[src/acs_regs.vh]
// command codes, setting addresses, mode values and timing for the adjusting command sequencer
// included by every design file of the block; no logic here
`ifndef ACS_REGS_VH
`define ACS_REGS_VH

`define ACS_CMD_ADJ 8'h3E
`define ACS_CMD_SUB 8'h00
`define ACS_SUB_WRITE 8'h01
`define ACS_ADDR_MODE 16'h2000
`define ACS_ADDR_STEP 16'h2001
`define ACS_MODE_TUNE_SAVE 16'h1007
`define ACS_MODE_ENC_SETUP 16'h1008
`define ACS_MODE_MT_LIMIT 16'h1013
`define ACS_STEP_EXECUTE 16'h0001
`define ACS_STEP_SAVE 16'h0002

`define ACS_SEL_NONE 2'h0
`define ACS_SEL_TUNE 2'h1
`define ACS_SEL_ENC 2'h2
`define ACS_SEL_MT 2'h3

`define ACS_CLK_HZ 125000000
`define ACS_EXEC_TIME_MS 1000
`define ACS_EXEC_CYCLES (`ACS_CLK_HZ / 1000 * `ACS_EXEC_TIME_MS)

`define ACS_INERTIA_MAX 16'h4E20
`define ACS_INERTIA_RESET 16'h0000
`define ACS_METHOD_ONCE 4'h0
`define ACS_METHOD_CONT 4'h1
`define ACS_METHOD_OFF 4'h2
`define ACS_METHOD_RESET 4'h0

`endif

[src/acs_sequencer.v]
// Overview of operation
// - adjusting command selected only by codes 3EH then 00H in bytes 1 and 2
// - byte 5 sub-command, bytes 6-7 address, bytes 8-9 data, both directions
// - sub-command 01H writes setting data to setting address
// - 1007H to 2000H selects autotuning results write mode
// - 1008H to 2000H selects absolute encoder setup mode
// - 1013H to 2000H selects multi-turn limit setting mode
// - 01H to 2001H executes the selected adjustment mode
// - encoder and multi-turn modes accept save 02H to 2001H before execute
// - accepted step sets ready flag and echoes address and data
// - execute step waits one second before ready flag rises
// - autotuned inertia is volatile, restarts from factory or saved values
// - saved results become initial values next power-on, may change ratio
// - inertia ratio 0 to 20000 percent, default 0, effective after restart
// - inertia ratio is load over rotor inertia times 100, used by autotuning
// - method 0 estimates inertia only during first run after power-on; code stops at the first estimate taken, in whichever run
// - method 1 calculates inertia continuously
// - method 2 disables normal autotuning
// - method digit defaults to 0
// - correct answer equals sub-command, address unchanged, alarm and warning 0
//
// top of the adjusting command interpreter; command fields arrive as a one-cycle frame strobe
// assumes i_restart stands for the power cycle that activates stored settings
`timescale 1ns/1ps
`include "acs_regs.vh"
module acs_sequencer #(
  parameter EXEC_CYCLES = `ACS_EXEC_CYCLES,
  parameter TIMER_W = 28
)
(
  input wire i_core_clk,
  input wire i_resetn,
  input wire i_ce,
  input wire i_restart,
  input wire i_cmd_valid,
  input wire [7:0] i_cmd_byte1,
  input wire [7:0] i_cmd_byte2,
  input wire [7:0] i_sub_command_code,
  input wire [15:0] i_setting_address,
  input wire [15:0] i_setting_value,
  input wire i_ratio_wr,
  input wire [15:0] i_ratio_wdata,
  input wire i_method_wr,
  input wire [3:0] i_method_wdata,
  input wire i_running,
  input wire i_est_valid,
  input wire [15:0] i_est_ratio,
  output reg o_rsp_valid,
  output reg [7:0] o_sub_command_answer,
  output reg [15:0] o_setting_address,
  output reg [15:0] o_setting_value,
  output reg o_command_ready_flag,
  output reg o_warning,
  output wire o_alarm,
  output reg [1:0] o_mode,
  output reg o_saved,
  output reg o_tune_save_pulse,
  output reg o_enc_setup_pulse,
  output reg o_mt_limit_pulse,
  output wire [15:0] o_inertia_ratio_setting,
  output wire [15:0] o_active_inertia,
  output wire o_estimating,
  output reg [3:0] o_autotuning_method_setting,
  output wire o_ratio_rejected
);
  localparam ST_IDLE = 1'b0;
  localparam ST_EXEC = 1'b1;

  reg state_reg;
  reg [3:0] method_pending_reg;
  reg [1:0] exec_mode_reg;
  reg timer_start;
  reg tune_save_req;
  wire timer_busy;
  wire timer_done;
  wire is_adj;
  wire is_write;
  wire mode_wr;
  wire step_wr;
  wire is_exec;
  wire is_save;

  assign is_adj = i_cmd_valid && (i_cmd_byte1 == `ACS_CMD_ADJ) &&
                  (i_cmd_byte2 == `ACS_CMD_SUB);
  assign is_write = is_adj && (i_sub_command_code == `ACS_SUB_WRITE);
  assign mode_wr = is_write && (i_setting_address == `ACS_ADDR_MODE);
  assign step_wr = is_write && (i_setting_address == `ACS_ADDR_STEP);
  assign is_exec = step_wr && (i_setting_value == `ACS_STEP_EXECUTE);
  assign is_save = step_wr && (i_setting_value == `ACS_STEP_SAVE);
  // no fault source inside this block; alarm is held low
  assign o_alarm = 1'b0;

  acs_exec_timer #(
    .CYCLES(EXEC_CYCLES),
    .W(TIMER_W)
  ) u_timer (
    .i_core_clk(i_core_clk),
    .i_resetn(i_resetn),
    .i_ce(i_ce),
    .i_start(timer_start),
    .o_busy(timer_busy),
    .o_done(timer_done)
  );

  acs_inertia_store u_store (
    .i_core_clk(i_core_clk),
    .i_resetn(i_resetn),
    .i_ce(i_ce),
    .i_restart(i_restart),
    .i_ratio_wr(i_ratio_wr),
    .i_ratio_wdata(i_ratio_wdata),
    .i_method(o_autotuning_method_setting),
    .i_running(i_running),
    .i_est_valid(i_est_valid),
    .i_est_ratio(i_est_ratio),
    .i_save(tune_save_req),
    .o_ratio_setting(o_inertia_ratio_setting),
    .o_active_ratio(o_active_inertia),
    .o_estimating(o_estimating),
    .o_ratio_rejected(o_ratio_rejected)
  );

  always @(posedge i_core_clk or negedge i_resetn)
  begin
    if (!i_resetn)
    begin
      state_reg <= ST_IDLE;
      o_mode <= `ACS_SEL_NONE;
      exec_mode_reg <= `ACS_SEL_NONE;
      o_saved <= 1'b0;
      o_rsp_valid <= 1'b0;
      o_sub_command_answer <= 8'h00;
      o_setting_address <= 16'h0000;
      o_setting_value <= 16'h0000;
      o_command_ready_flag <= 1'b1;
      o_warning <= 1'b0;
      timer_start <= 1'b0;
      tune_save_req <= 1'b0;
      o_tune_save_pulse <= 1'b0;
      o_enc_setup_pulse <= 1'b0;
      o_mt_limit_pulse <= 1'b0;
      method_pending_reg <= `ACS_METHOD_RESET;
      o_autotuning_method_setting <= `ACS_METHOD_RESET;
    end
    else if (i_ce)
    begin
      o_rsp_valid <= 1'b0;
      timer_start <= 1'b0;
      tune_save_req <= 1'b0;
      o_tune_save_pulse <= 1'b0;
      o_enc_setup_pulse <= 1'b0;
      o_mt_limit_pulse <= 1'b0;
      if (i_method_wr)
        method_pending_reg <= i_method_wdata;
      if (i_restart)
        o_autotuning_method_setting <= method_pending_reg;
      case (state_reg)
        ST_IDLE:
        begin
          if (is_adj)
          begin
            // every adjusting frame is echoed, even ones it cannot act on
            o_sub_command_answer <= i_sub_command_code;
            o_setting_address <= i_setting_address;
            o_setting_value <= i_setting_value;
            o_warning <= 1'b0;
            if (mode_wr)
            begin
              o_saved <= 1'b0;
              if (i_setting_value == `ACS_MODE_TUNE_SAVE)
                o_mode <= `ACS_SEL_TUNE;
              else if (i_setting_value == `ACS_MODE_ENC_SETUP)
                o_mode <= `ACS_SEL_ENC;
              else if (i_setting_value == `ACS_MODE_MT_LIMIT)
                o_mode <= `ACS_SEL_MT;
              else
              begin
                o_mode <= `ACS_SEL_NONE;
                o_warning <= 1'b1;
              end
              o_command_ready_flag <= 1'b1;
              o_rsp_valid <= 1'b1;
            end
            else if (is_save)
            begin
              if (o_mode == `ACS_SEL_ENC || o_mode == `ACS_SEL_MT)
                o_saved <= 1'b1;
              else
                o_warning <= 1'b1;
              o_command_ready_flag <= 1'b1;
              o_rsp_valid <= 1'b1;
            end
            else if (is_exec)
            begin
              // encoder and multi-turn modes need the save step first
              if (o_mode == `ACS_SEL_NONE ||
                  ((o_mode != `ACS_SEL_TUNE) && !o_saved))
              begin
                o_warning <= 1'b1;
                o_command_ready_flag <= 1'b1;
                o_rsp_valid <= 1'b1;
              end
              else
              begin
                exec_mode_reg <= o_mode;
                timer_start <= 1'b1;
                o_command_ready_flag <= 1'b0;
                state_reg <= ST_EXEC;
              end
            end
            else
            begin
              o_warning <= !is_write;
              o_command_ready_flag <= 1'b1;
              o_rsp_valid <= 1'b1;
            end
          end
        end
        ST_EXEC:
        begin
          // frames arriving now are ignored; ready stays low until the delay ends
          o_command_ready_flag <= 1'b0;
          if (timer_done && !timer_busy)
          begin
            case (exec_mode_reg)
              `ACS_SEL_TUNE:
              begin
                o_tune_save_pulse <= 1'b1;
                tune_save_req <= 1'b1;
              end
              `ACS_SEL_ENC: o_enc_setup_pulse <= 1'b1;
              `ACS_SEL_MT: o_mt_limit_pulse <= 1'b1;
              default: o_warning <= 1'b1;
            endcase
            o_mode <= `ACS_SEL_NONE;
            o_saved <= 1'b0;
            o_command_ready_flag <= 1'b1;
            o_rsp_valid <= 1'b1;
            state_reg <= ST_IDLE;
          end
        end
        default: state_reg <= ST_IDLE;
      endcase
    end
  end
endmodule

[src/acs_exec_timer.v]
// delay counter for the execute step; counts enabled cycles up to a limit
// assumes start is a one-cycle pulse and the limit is at least one
`timescale 1ns/1ps
`include "acs_regs.vh"
module acs_exec_timer #(
  parameter CYCLES = `ACS_EXEC_CYCLES,
  parameter W = 28
)
(
  input wire i_core_clk,
  input wire i_resetn,
  input wire i_ce,
  input wire i_start,
  output reg o_busy,
  output reg o_done
);
  reg [W-1:0] cnt_reg;

  always @(posedge i_core_clk or negedge i_resetn)
  begin
    if (!i_resetn)
    begin
      cnt_reg <= {W{1'b0}};
      o_busy <= 1'b0;
      o_done <= 1'b0;
    end
    else if (i_ce)
    begin
      o_done <= 1'b0;
      if (i_start)
      begin
        cnt_reg <= {W{1'b0}};
        o_busy <= 1'b1;
      end
      else if (o_busy)
      begin
        if (cnt_reg == CYCLES[W-1:0] - 1'b1)
        begin
          o_busy <= 1'b0;
          o_done <= 1'b1;
        end
        cnt_reg <= cnt_reg + 1'b1;
      end
    end
  end
endmodule

[src/acs_inertia_store.v]
// inertia ratio holding, estimation gated by the method input from the sequencer, with volatile estimate and saved copy
// assumes the saved copy models non-volatile storage surviving only a soft restart
`timescale 1ns/1ps
`include "acs_regs.vh"
module acs_inertia_store (
  input wire i_core_clk,
  input wire i_resetn,
  input wire i_ce,
  input wire i_restart,
  input wire i_ratio_wr,
  input wire [15:0] i_ratio_wdata,
  input wire [3:0] i_method,
  input wire i_running,
  input wire i_est_valid,
  input wire [15:0] i_est_ratio,
  input wire i_save,
  output reg [15:0] o_ratio_setting,
  output reg [15:0] o_active_ratio,
  output reg o_estimating,
  output reg o_ratio_rejected
);
  reg [15:0] pending_reg;
  reg first_done_reg;
  wire est_allowed;

  // method digit 0 estimates only until the first estimate is taken after power-on
  assign est_allowed = (i_method == `ACS_METHOD_CONT) ||
                       ((i_method == `ACS_METHOD_ONCE) && !first_done_reg);

  always @(posedge i_core_clk or negedge i_resetn)
  begin
    if (!i_resetn)
    begin
      pending_reg <= `ACS_INERTIA_RESET;
      o_ratio_setting <= `ACS_INERTIA_RESET;
      o_active_ratio <= `ACS_INERTIA_RESET;
      first_done_reg <= 1'b0;
      o_estimating <= 1'b0;
      o_ratio_rejected <= 1'b0;
    end
    else if (i_ce)
    begin
      o_ratio_rejected <= 1'b0;
      o_estimating <= i_running && est_allowed;
      if (i_restart)
      begin
        // new setting takes effect only at restart; estimate restarts from it
        o_ratio_setting <= pending_reg;
        o_active_ratio <= pending_reg;
        first_done_reg <= 1'b0;
      end
      else
      begin
        if (i_ratio_wr)
        begin
          if (i_ratio_wdata > `ACS_INERTIA_MAX)
            o_ratio_rejected <= 1'b1;
          else
            pending_reg <= i_ratio_wdata;
        end
        if (i_running && est_allowed && i_est_valid)
        begin
          o_active_ratio <= i_est_ratio;
          if (i_method == `ACS_METHOD_ONCE)
            first_done_reg <= 1'b1;
        end
        if (i_save)
          pending_reg <= o_active_ratio;
      end
    end
  end
endmodule

[config.mk]
export PLATFORM = sky130hd
export DESIGN_NAME = acs_sequencer
export DESIGN_NICKNAME = d
export VERILOG_FILES = /design/src/acs_sequencer.v /design/src/acs_exec_timer.v /design/src/acs_inertia_store.v
export VERILOG_INCLUDE_DIRS = /design/src
export SDC_FILE = /design/constraint.sdc
export NUM_CORES = 1
export LEC_CHECK = 0
export BUFFER_PORTS_ARGS = -buffer_cell sky130_fd_sc_hd__buf_2
export CORE_UTILIZATION = 56
export CTS_CLUSTER_SIZE = 40
export DETAILED_ROUTE_END_ITERATION = 10
export PLACE_DENSITY = 0.85
export SYNTH_ARGS = -nofsm -noshare
export SYNTH_HDL_FRONTEND = slang
export SYNTH_SLANG_ARGS = --single-unit
export TNS_END_PERCENT = 5
[constraint.sdc]
create_clock -name i_core_clk -period 3.8 [get_ports i_core_clk]
set_clock_uncertainty 0.15 [all_clocks]
set_input_delay 0.57 -clock i_core_clk [delete_from_list [all_inputs] [get_ports i_core_clk]]
set_output_delay 0.57 -clock i_core_clk [all_outputs]
set_load 0.01 [all_outputs]
; After elaboration in Yosys (flattened, before gate mapping)
; Index checks and enable logic that the tools add are counted.
[word_totals]
regBits = 142
latch_bits = 0
ramBits = 0
rom_bits = 0
wordCells = 164
n_memories = 0
[op_classes]
n_addsub = 1
mul = 0
div_mod_pow = 0
magnitude_cmp = 1
eq_ne = 24
shifts = 0
n_mux = 69
bitwise_logic = 5
n_reduce_logical = 39
[ops]
columns = op, n
row1 = $mux W16, 5
row2 = $mux W28, 2
row3 = $mux W1, 50
row4 = $eq A16 B13 Y1 const B, 3
row5 = $eq A16 B14 Y1 const B, 2
row6 = $add A28 B1 Y28 const B, 1
row7 = $eq A28 B27 Y1 const B, 1
row8 = $eq A16 B1 Y1 const B, 1
row9 = $eq A16 B2 Y1 const B, 1
row10 = $gt A16 B15 Y1 const B, 1
row11 = $logic_and A1 B1 Y1, 12
row12 = $mux W2, 6
row13 = $reduce_and A4 Y1, 3
row14 = $pmux W1 S2, 5
row15 = $reduce_and A2 Y1, 5
row16 = $eq A2 B2 Y1 const B, 4
row17 = $eq A8 B1 Y1 const B, 1
row18 = $eq A8 B6 Y1 const B, 1
row19 = $logic_not A8 Y1, 1
row20 = $ne A2 B2 Y1 const B, 4
row21 = $reduce_bool A2 Y1, 4
row22 = $reduce_and A7 Y1, 1
row23 = $ne A3 B3 Y1 const B, 2
row24 = $reduce_and A3 Y1, 2
row25 = other kinds (11), 21

; Longest topological paths before layout
; Gate-level depths: netlist of the first run.
[depth]
ltp_word = 11
depth_mapped = 8
ltp_nobuf = 6

; Modules after synthesis
; A second synthesis of the first run with hierarchy kept.
[hier_totals]
cells_unflattened = 663
hier_area_um2 = 6841.6
[modules_own_cells]
columns = mod, instances, cells_per_inst, area_per_inst_um2, seq_area_each_um2
row1 = acs_sequencer, 1, 300, 2777.7, 1527.7
row2 = acs_inertia_store, 1, 181, 2384.8, 1276.2
row3 = acs_exec_timer, 1, 182, 1679.1, 750.7

; Worst setup path after synthesis of the first run
; No wires, ideal clock.
[synth_timing]
path_kind = in2reg
start = input port i_ratio_wdata[1]
end = register u_store.pending_reg[10]
t_arrival_ns = 2.088
required_ns = 3.525
path_slack_ns = 1.437
stages = 6
n_path_buf = 1
path_cell_list = or4_4 o211ai_2 nand3_2 o21ai_4 buf_12 mux2_4
[synth_via]
elab_chain_len = 3
[synth_rtl]
columns = item, line_no
row1 = "start, declared", acs_sequencer.v:42  ; input wire [15:0] i_ratio_wdata,
row2 = $gt A16 B15 Y1 (no source line), --
row3 = $ne A2 B2 Y1 (no source line), --
row4 = $reduce_and A4 Y1 (no source line), --
row5 = "end signal, assigned", acs_inertia_store.v:34  ; pending_reg <= `ACS_INERTIA_RESET;
row6 = "end signal, assigned", acs_inertia_store.v:59  ; pending_reg <= i_ratio_wdata;
row7 = "end signal, assigned", acs_inertia_store.v:68  ; pending_reg <= o_active_ratio;
row8 = "end, declared", acs_inertia_store.v:22  ; reg [15:0] pending_reg;
; Every way passes these cells.
; A chain may end at the register's enable or synchronous reset.

; Worst setup path after layout of the first run
[layout_timing]
start = input port i_ratio_wdata[1]
end = register u_store.pending_reg[5]
; Same word-level chain as after synthesis.

==> out/metrics.yaml, run 1 <==
yosys:
  synth-edff-count: 0
  yosysTopAreaCell: "dfrtp_1"
  yosys.area.top_type_share_pct: 53.4
  synthDistinctLibCells: 60
  synth_async_sr_flop_share_pct: 100
  netlist_area_um2: 6600
  syn-instance-count: 627
  synthesis.nets: 729
  synth.avg_cell_area_um2: 10.5
  yosys-top-cells-area: "dfrtp_1 (53%), nand2_1 (9.0%), mux2_2 (8.0%)"
  synth_warnings: 0
  yosysSeqAreaShare_pct: 53.8
  ys_ff_latch: 142
  ys.flop_type: "dfrtp_1"
global_routing:
  grt_max_degree: 115
  grt_pass1_wl_um: 26400
  grt_usage_pct: 27.0
  antenna_found_initial: 0
  grt_pass1_vias: 5423
  grt.overflow.total: 0
finish:
  mostFrequentLayoutCell: "buf_2"
  final_cell_mix: "buf_2 (186), nand2_1 (158), dfrtp_1 (141)"
  largest_reg_flops: 28
  layout-drive-gt1-share_pct: 36.0
  insertedDiodeCount: 0
  utilization_pct: 71.7
  final_nets: 914
  fillerInstances: 785
  areaGrowthSynthToFinish_pct: 24.6
clock_tree:
  clk_path_buf_depth: 2
  cts.clk_slew.worst_paths_ps: 60
  cts_sinks: 142
  clockRootBuffer: "clkbuf_16"
  cts_tree: "built"
  post-cts-setup-buffer-count: 0
  clk-insertion-delay-late_ps: 420
  post_cts_resize_count: 0
  hold_buffers: 0
  cts.htree.levels: 4
  cts_buffers: 17
detailed_routing:
  dr.pass1.iters: 4
  drtIter0Drc: 333
  ant_nets: 0
  avgRoutedWirePerCell_um: 16.5
  vias: 5470
  drc: 0
  drt-total-wl_um: 15900
  viasPerCell: 5.65
pwr:
  p_leak_nw: 4.30
  power_frac_seq_pct: 46.2
  p_int_mw: 2.89
  pwr-share-clk_pct: 39.4
  power.switching_mw: 1.09
  powerDensity_nw_per_um2: 485
  ir_drop_mv: 0.407
  swShare_pct: 27.4
  p_comb_share_pct: 14.5
place:
  dp_slack_ps: 997
  finalWeightedCongestion: 0.797
  port_buffers: 187
  dp_hpwl_um: 11400
floorplan:
  die_w_um: 111
  start_util_pct: 57.6
  rows: 39
  die_y_um: 111
  io_pins: 189
  die_area_um2: 12200
  coreArea_um2: 11500
worst_setup_path:
  start_kind: "input port"
  path_class: "input port to flip-flop"
  cp.arrival_ps: 2520
  end_kind: "flip-flop"
  cp.required_ps: 3940
  timing.rr.start: "u_timer.cnt_reg[4]"
  r2r_setup_slack_ps: 1420
  r2r_end: "u_timer.cnt_reg[25]"
  critPathMaxFanout: 16
  reg2reg_depth: 5
timing:
  worstMarginPinSlew_ps: 1070
  min_period_over_period_pct: 62.7
  final_max_slew_viol_count: 0
  hold_viol: 0
  period_minus_slack_ps: 2380
  setup_viol: 0
  worst_slack_ps: 1420
  fmax_mhz: 420
  relSlewSlack_pct: 28.1
  rsz0062_at_grt: "false"
  worst_hold_slack_ps: 141
  fin_setup_tns_ps: 0
run:
  maxCapViolations: 0
status:
  status: "complete, no violations"
worst_hold_path:
  hp-class: "input port to asynchronous set/reset pin"
metal layers:
| metal | share of wire (%) | global-route usage (%) |
|---|---|---|
| met5 | 0 | 0 |
| met3 | 6.5 | 5.71 |
| met2 | 52 | 47.6 |
| met1 | 40 | 33.0 |
| met4 | 1.2 | 8.44 |
power by group through the flow:
stage	clock network, mW	logic (mW)	registers, mW
6_report	1.57	0.576	1.84
5_1_grt	1.66	0.629	1.86
4_1_cts	1.59	0.584	1.84
3_5_place_dp	0	0.580	1.86
3_3_place_gp	0	0.553	1.85
2_1_floorplan	0	0.265	1.88
cell families (layout without fill, tap and decap cells):
| logic type | Yosys count | in the layout | synth area share, % |
|---|---|---|---|
| AND/OR/NAND/NOR | 290 | 290 | 21.4 |
| flip-flops | 142 | 142 | 53.8 |
| multiplexers | 76 | 76 | 13.2 |
| other | 1 | 1 | 0.0568 |
| XOR/XNOR | 25 | 25 | 3.32 |
| buffers and inverters | 40 | 238 | 2.62 |
| AO/OA/AOI/OAI | 52 | 52 | 5.38 |
| adder cells (fa/ha/maj) | 1 | 1 | 0.190 |
worst max path at each step:
| stage | from | endpoint | slack (ps) | depth (start not counted) |
|---|---|---|---|---|
| 3_5_place_dp | i_cmd_byte1[7] | o_setting_value[10] | 1000 | 7 |
| 5_1_grt | i_cmd_byte1[7] | o_sub_command_answer[5] | 1270 | 7 |
| 4_1_cts | i_cmd_byte1[7] | o_setting_value[11] | 1430 | 7 |
| 6_report | i_ratio_wdata[1] | u_store.pending_reg[5] | 1420 | 6 |
| 3_3_place_gp | i_ratio_wdata[1] | u_store.pending_reg[5] | 1050 | 6 |
| 2_1_floorplan | i_ratio_wdata[1] | u_store.pending_reg[10] | 1440 | 6 |
critical path, cell delays in order:
cell and delay (ps):
buf_2 110, or4_4 530, o211ai_2 170, nand3_2 130, o21ai_4 610, mux2_2 410
through the flow:
stage	area, µm²	cells	power [mW]
floorplan	6600	627	2.15
global placement	7660	936	2.40
detailed placement	7660	936	2.44
CTS	8230	968	4.01
global route	8230	968	4.16
finish	8230	968	3.99
cells in the mapped netlist (2+ instances only):
cell         n
nor4_1      12
o311ai_0     2
a32o_1       3
nand4b_1     4
nor2b_1      2
nand4_1     16
a211oi_1     2
xnor2_1      7
o21ai_0     24
nand3b_1     3
nor4bb_1     2
buf_2        2
mux2_1       2
nor3b_1      3
nor2_1      35
nand2_1    158
a21oi_1      5
nand3_1     16
dfrtp_1    141
clkbuf_1    25
mux2_2      47
mux2i_1     17
or3_1        3
nor4b_1      4
nor4_4       2
a22o_1       3
mux2_4      10
o2bb2ai_1    2
xor2_1      18
inv_1       10
and3_1       8
nor3_1      11
layout make-up:
class	count	area [µm²]	area share [%]
clock inverter	12	101	1.23
multi-input combinational	445	2880	35.0
inverter	11	41.3	0.502
clock buffer	20	467	5.67
tap	143	179	2.18
sequential	142	3550	43.2
timing repair buffer	195	1000	12.2
No activity file was read; power rests on OpenSTA's default activity.
==> run 2: changes to the inputs <==
--- a/config.mk
+++ b/config.mk
@@ -7,10 +7,10 @@
 export NUM_CORES = 1
 export LEC_CHECK = 0
 export BUFFER_PORTS_ARGS = -buffer_cell sky130_fd_sc_hd__buf_2
-export CORE_UTILIZATION = 56
+export CORE_UTILIZATION = 52
 export CTS_CLUSTER_SIZE = 40
 export DETAILED_ROUTE_END_ITERATION = 10
-export PLACE_DENSITY = 0.85
+export PLACE_DENSITY = 0.8
 export SYNTH_ARGS = -nofsm -noshare
 export SYNTH_HDL_FRONTEND = slang
 export SYNTH_SLANG_ARGS = --single-unit
==> constraint.sdc (replaced) <==
create_clock -name i_core_clk -period 2.2 [get_ports i_core_clk]
set_clock_uncertainty 0.15 [all_clocks]
set_input_delay 0.33 -clock i_core_clk [delete_from_list [all_inputs] [get_ports i_core_clk]]
set_output_delay 0.33 -clock i_core_clk [all_outputs]
set_load 0.01 [all_outputs]
==> out/metrics.yaml, run 2 (synthesis results as in run 1) <==
global_routing:
  grt_pass1_vias: 5994  # was 5423
  grt.overflow.total: 0  # unchanged
  grt_usage_pct: 28.7  # was 27.0%
  grt_max_degree: 51  # was 115
  antenna_found_initial: 0  # unchanged
  grt_pass1_wl_um: 28900  # was 26400 µm
clock_tree:
  cts_sinks: 142  # unchanged
  cts_buffers: 17  # unchanged
  cts.htree.levels: 4  # unchanged
  clockRootBuffer: "clkbuf_16"  # unchanged
  cts_tree: "built"  # unchanged
  clk-insertion-delay-late_ps: 420  # about the same
  clk_path_buf_depth: 2  # unchanged
  cts.clk_slew.worst_paths_ps: 60  # about the same
pwr:
  pwr-share-clk_pct: 40.3  # was 39.4%
  power_frac_seq_pct: 44.7  # was 46.2%
  p_comb_share_pct: 15.0  # was 14.5%
  power.switching_mw: 1.83  # was 1.09 mW
  p_leak_nw: 4.63  # was 4.30 nW
  powerDensity_nw_per_um2: 799  # was 485 nW/µm²
  p_int_mw: 5.29  # was 2.89 mW
  swShare_pct: 25.7  # was 27.4%
  p_total_mw: 7.12  # was 3.99 mW
  ir_drop_mv: 0.480  # was 0.407 mV
timing:
  worst_slack_ps: 98.5  # was 1420 ps
  fin_setup_tns_ps: 0  # unchanged
  setup_viol: 0  # unchanged
  final_max_slew_viol_count: 0  # unchanged
  min_period_over_period_pct: 95.5
  hold_viol: 0  # unchanged
  relSlewSlack_pct: 64.2  # was 28.1%
  worst_hold_slack_ps: 12.7  # was 141 ps
  fmax_mhz: 476
  period_minus_slack_ps: 2100
  worstMarginPinSlew_ps: 534  # was 1070 ps
detailed_routing:
  viasPerCell: 5.46  # was 5.65
  drc: 0  # unchanged
  drtIter0Drc: 292  # was 333
  vias: 5760  # was 5470
  ant_nets: 0  # unchanged
  avgRoutedWirePerCell_um: 17.0  # was 16.5 µm
  dr.pass1.iters: 5  # was 4
  drt-total-wl_um: 17900  # was 15900 µm
finish:
  insertedDiodeCount: 0  # unchanged
  final_nets: 975  # was 914
  areaGrowthSynthToFinish_pct: 35.0  # was 24.6%
  final_cell_mix: "buf_2 (186), nand2_1 (158), dfrtp_1 (141)"  # unchanged
  largest_reg_flops: 28  # unchanged
  fillerInstances: 861  # was 785
  layout-drive-gt1-share_pct: 36.2  # was 36.0%
  mostFrequentLayoutCell: "buf_2"  # unchanged
  design_area_um2: 8910  # was 8230 µm²
worst_setup_path:
  critPathTopFamily: "buffers and inverters"  # was compound AO/OA/AOI/OAI gates
  timing.rr.start: "state_reg"  # was u_timer.cnt_reg[4]
  end_kind: "flip-flop"  # unchanged
  critical_path_buf_inv_count: 3  # was 1
  cp.arrival_ps: 2260  # was 2520 ps
  path_class: "input port to flip-flop"  # unchanged
  worstPathCellList: "dlygate4sd3_1, buf_2, nor4_2, nand4_1, buf_4, nor4_4, nand4bb_1, mux2_4"  # was buf_2, or4_4, o211ai_2, nand3_2, o21ai_4, mux2_2
  cp.required_ps: 2360  # was 3940 ps
  reg2reg_depth: 6  # was 5
  r2r_end: "o_setting_address[12]"  # was u_timer.cnt_reg[25]
  r2r_setup_slack_ps: 220  # was 1420 ps
  critPathMaxFanout: 4  # was 16
  cp.depth: 8  # was 6
  start_kind: "input port"  # unchanged
  crit_path_max_incr_delay_ps: 530  # was 610 ps
  crit_slowest_cell: "dlygate4sd3_1"  # was o21ai_4
worst_hold_path:
  hp-class: "input port to flip-flop"  # was input port to asynchronous set/reset pin
  hold_depth: 3
  holdPathEnd: "o_sub_command_answer[2]"
  hp-start: "i_sub_command_code[2]"
place:
  place_area_um2: 7900  # was 7660 µm²
  finalWeightedCongestion: 0.836  # was 0.797
  dp_slack_ps: -96.7  # was 997 ps
  dp_hpwl_um: 11900  # was 11400 µm
  port_buffers: 187  # unchanged
floorplan:
  coreArea_um2: 12200  # was 11500 µm²
  die_y_um: 115  # was 111 µm
  start_util_pct: 54.1  # was 57.6%
  die_w_um: 115  # was 111 µm
  io_pins: 189  # unchanged
  rows: 40  # was 39
  die_area_um2: 13100  # was 12200 µm²
run:
  maxCapViolations: 0  # unchanged
status:
  status: "complete, no violations"  # unchanged
-- run 2: changes by cell type in the layout (fill, tap and decap cells not counted), sizes merged --
cell	delta
buf	+23
bufinv	+2
clkbuf	+3
clkinv	+2
clkinvlp	-2
dlygate4sd3	+38
inv	-5
-- run 2: repair_timing --
action,in CTS,in global routing
setup endpoints to repair,0,5
hold endpoints to repair,85,0
resized for setup,0,5
setup buffers,0,2
hold buffers,38,0
-- run 2: power by group through the flow --
stage	Sequential [mW]	Clock, mW	Combinational [mW]
floorplan	3.26	0	0.457
global placement	3.20	0	0.966
detailed placement	3.23	0	1.01
CTS	3.18	2.90	1.07
global route	3.22	3.01	1.17
finish	3.18	2.87	1.07
-- run 2: worst max-delay path by stage --
stage | start | to | slack [ps]
detailed placement | i_setting_value[9] | exec_mode_reg[1] | -100
floorplan | i_ratio_wdata[1] | u_store.pending_reg[10] | 80
finish | i_setting_address[6] | exec_mode_reg[1] | 100
global placement | i_setting_value[9] | exec_mode_reg[1] | -20
global route | i_setting_address[6] | exec_mode_reg[0] | -20
CTS | i_setting_address[6] | exec_mode_reg[1] | 20
-- run 2: layout make-up --
class / count / area, µm² / area share [%]
clock inverter: 9 / 109 / 1.22
timing repair buffer: 256 / 1610 / 18.0
sequential: 142 / 3550 / 39.9
tap: 168 / 210 / 2.36
clock buffer: 23 / 488 / 5.48
inverter: 11 / 41.3 / 0.463
multi-input combinational: 445 / 2900 / 32.6
-- run 2: metrics by stage --
stage	utilization, %	instances
4_1_cts	72.7	1052
3_3_place_gp	64.7	982
2_1_floorplan	-	627
5_1_grt	73.0	1054
6_report	73.0	1054
3_5_place_dp	64.7	982
-- run 2: worst min-delay path, stage by stage --
cell and delay, ps:
buf_2 100, nand2_1 50, nand2_1 70
-- run 2: routing by layer --
metal  vias up  GRT usage (%)  part of all wire, %
met5         -              0                    0
met4         0           12.8                  2.5
met3        46           6.41                  6.8
met2       286           52.4                   52
met1      2766           32.0                   38
li1       2662              -                    -
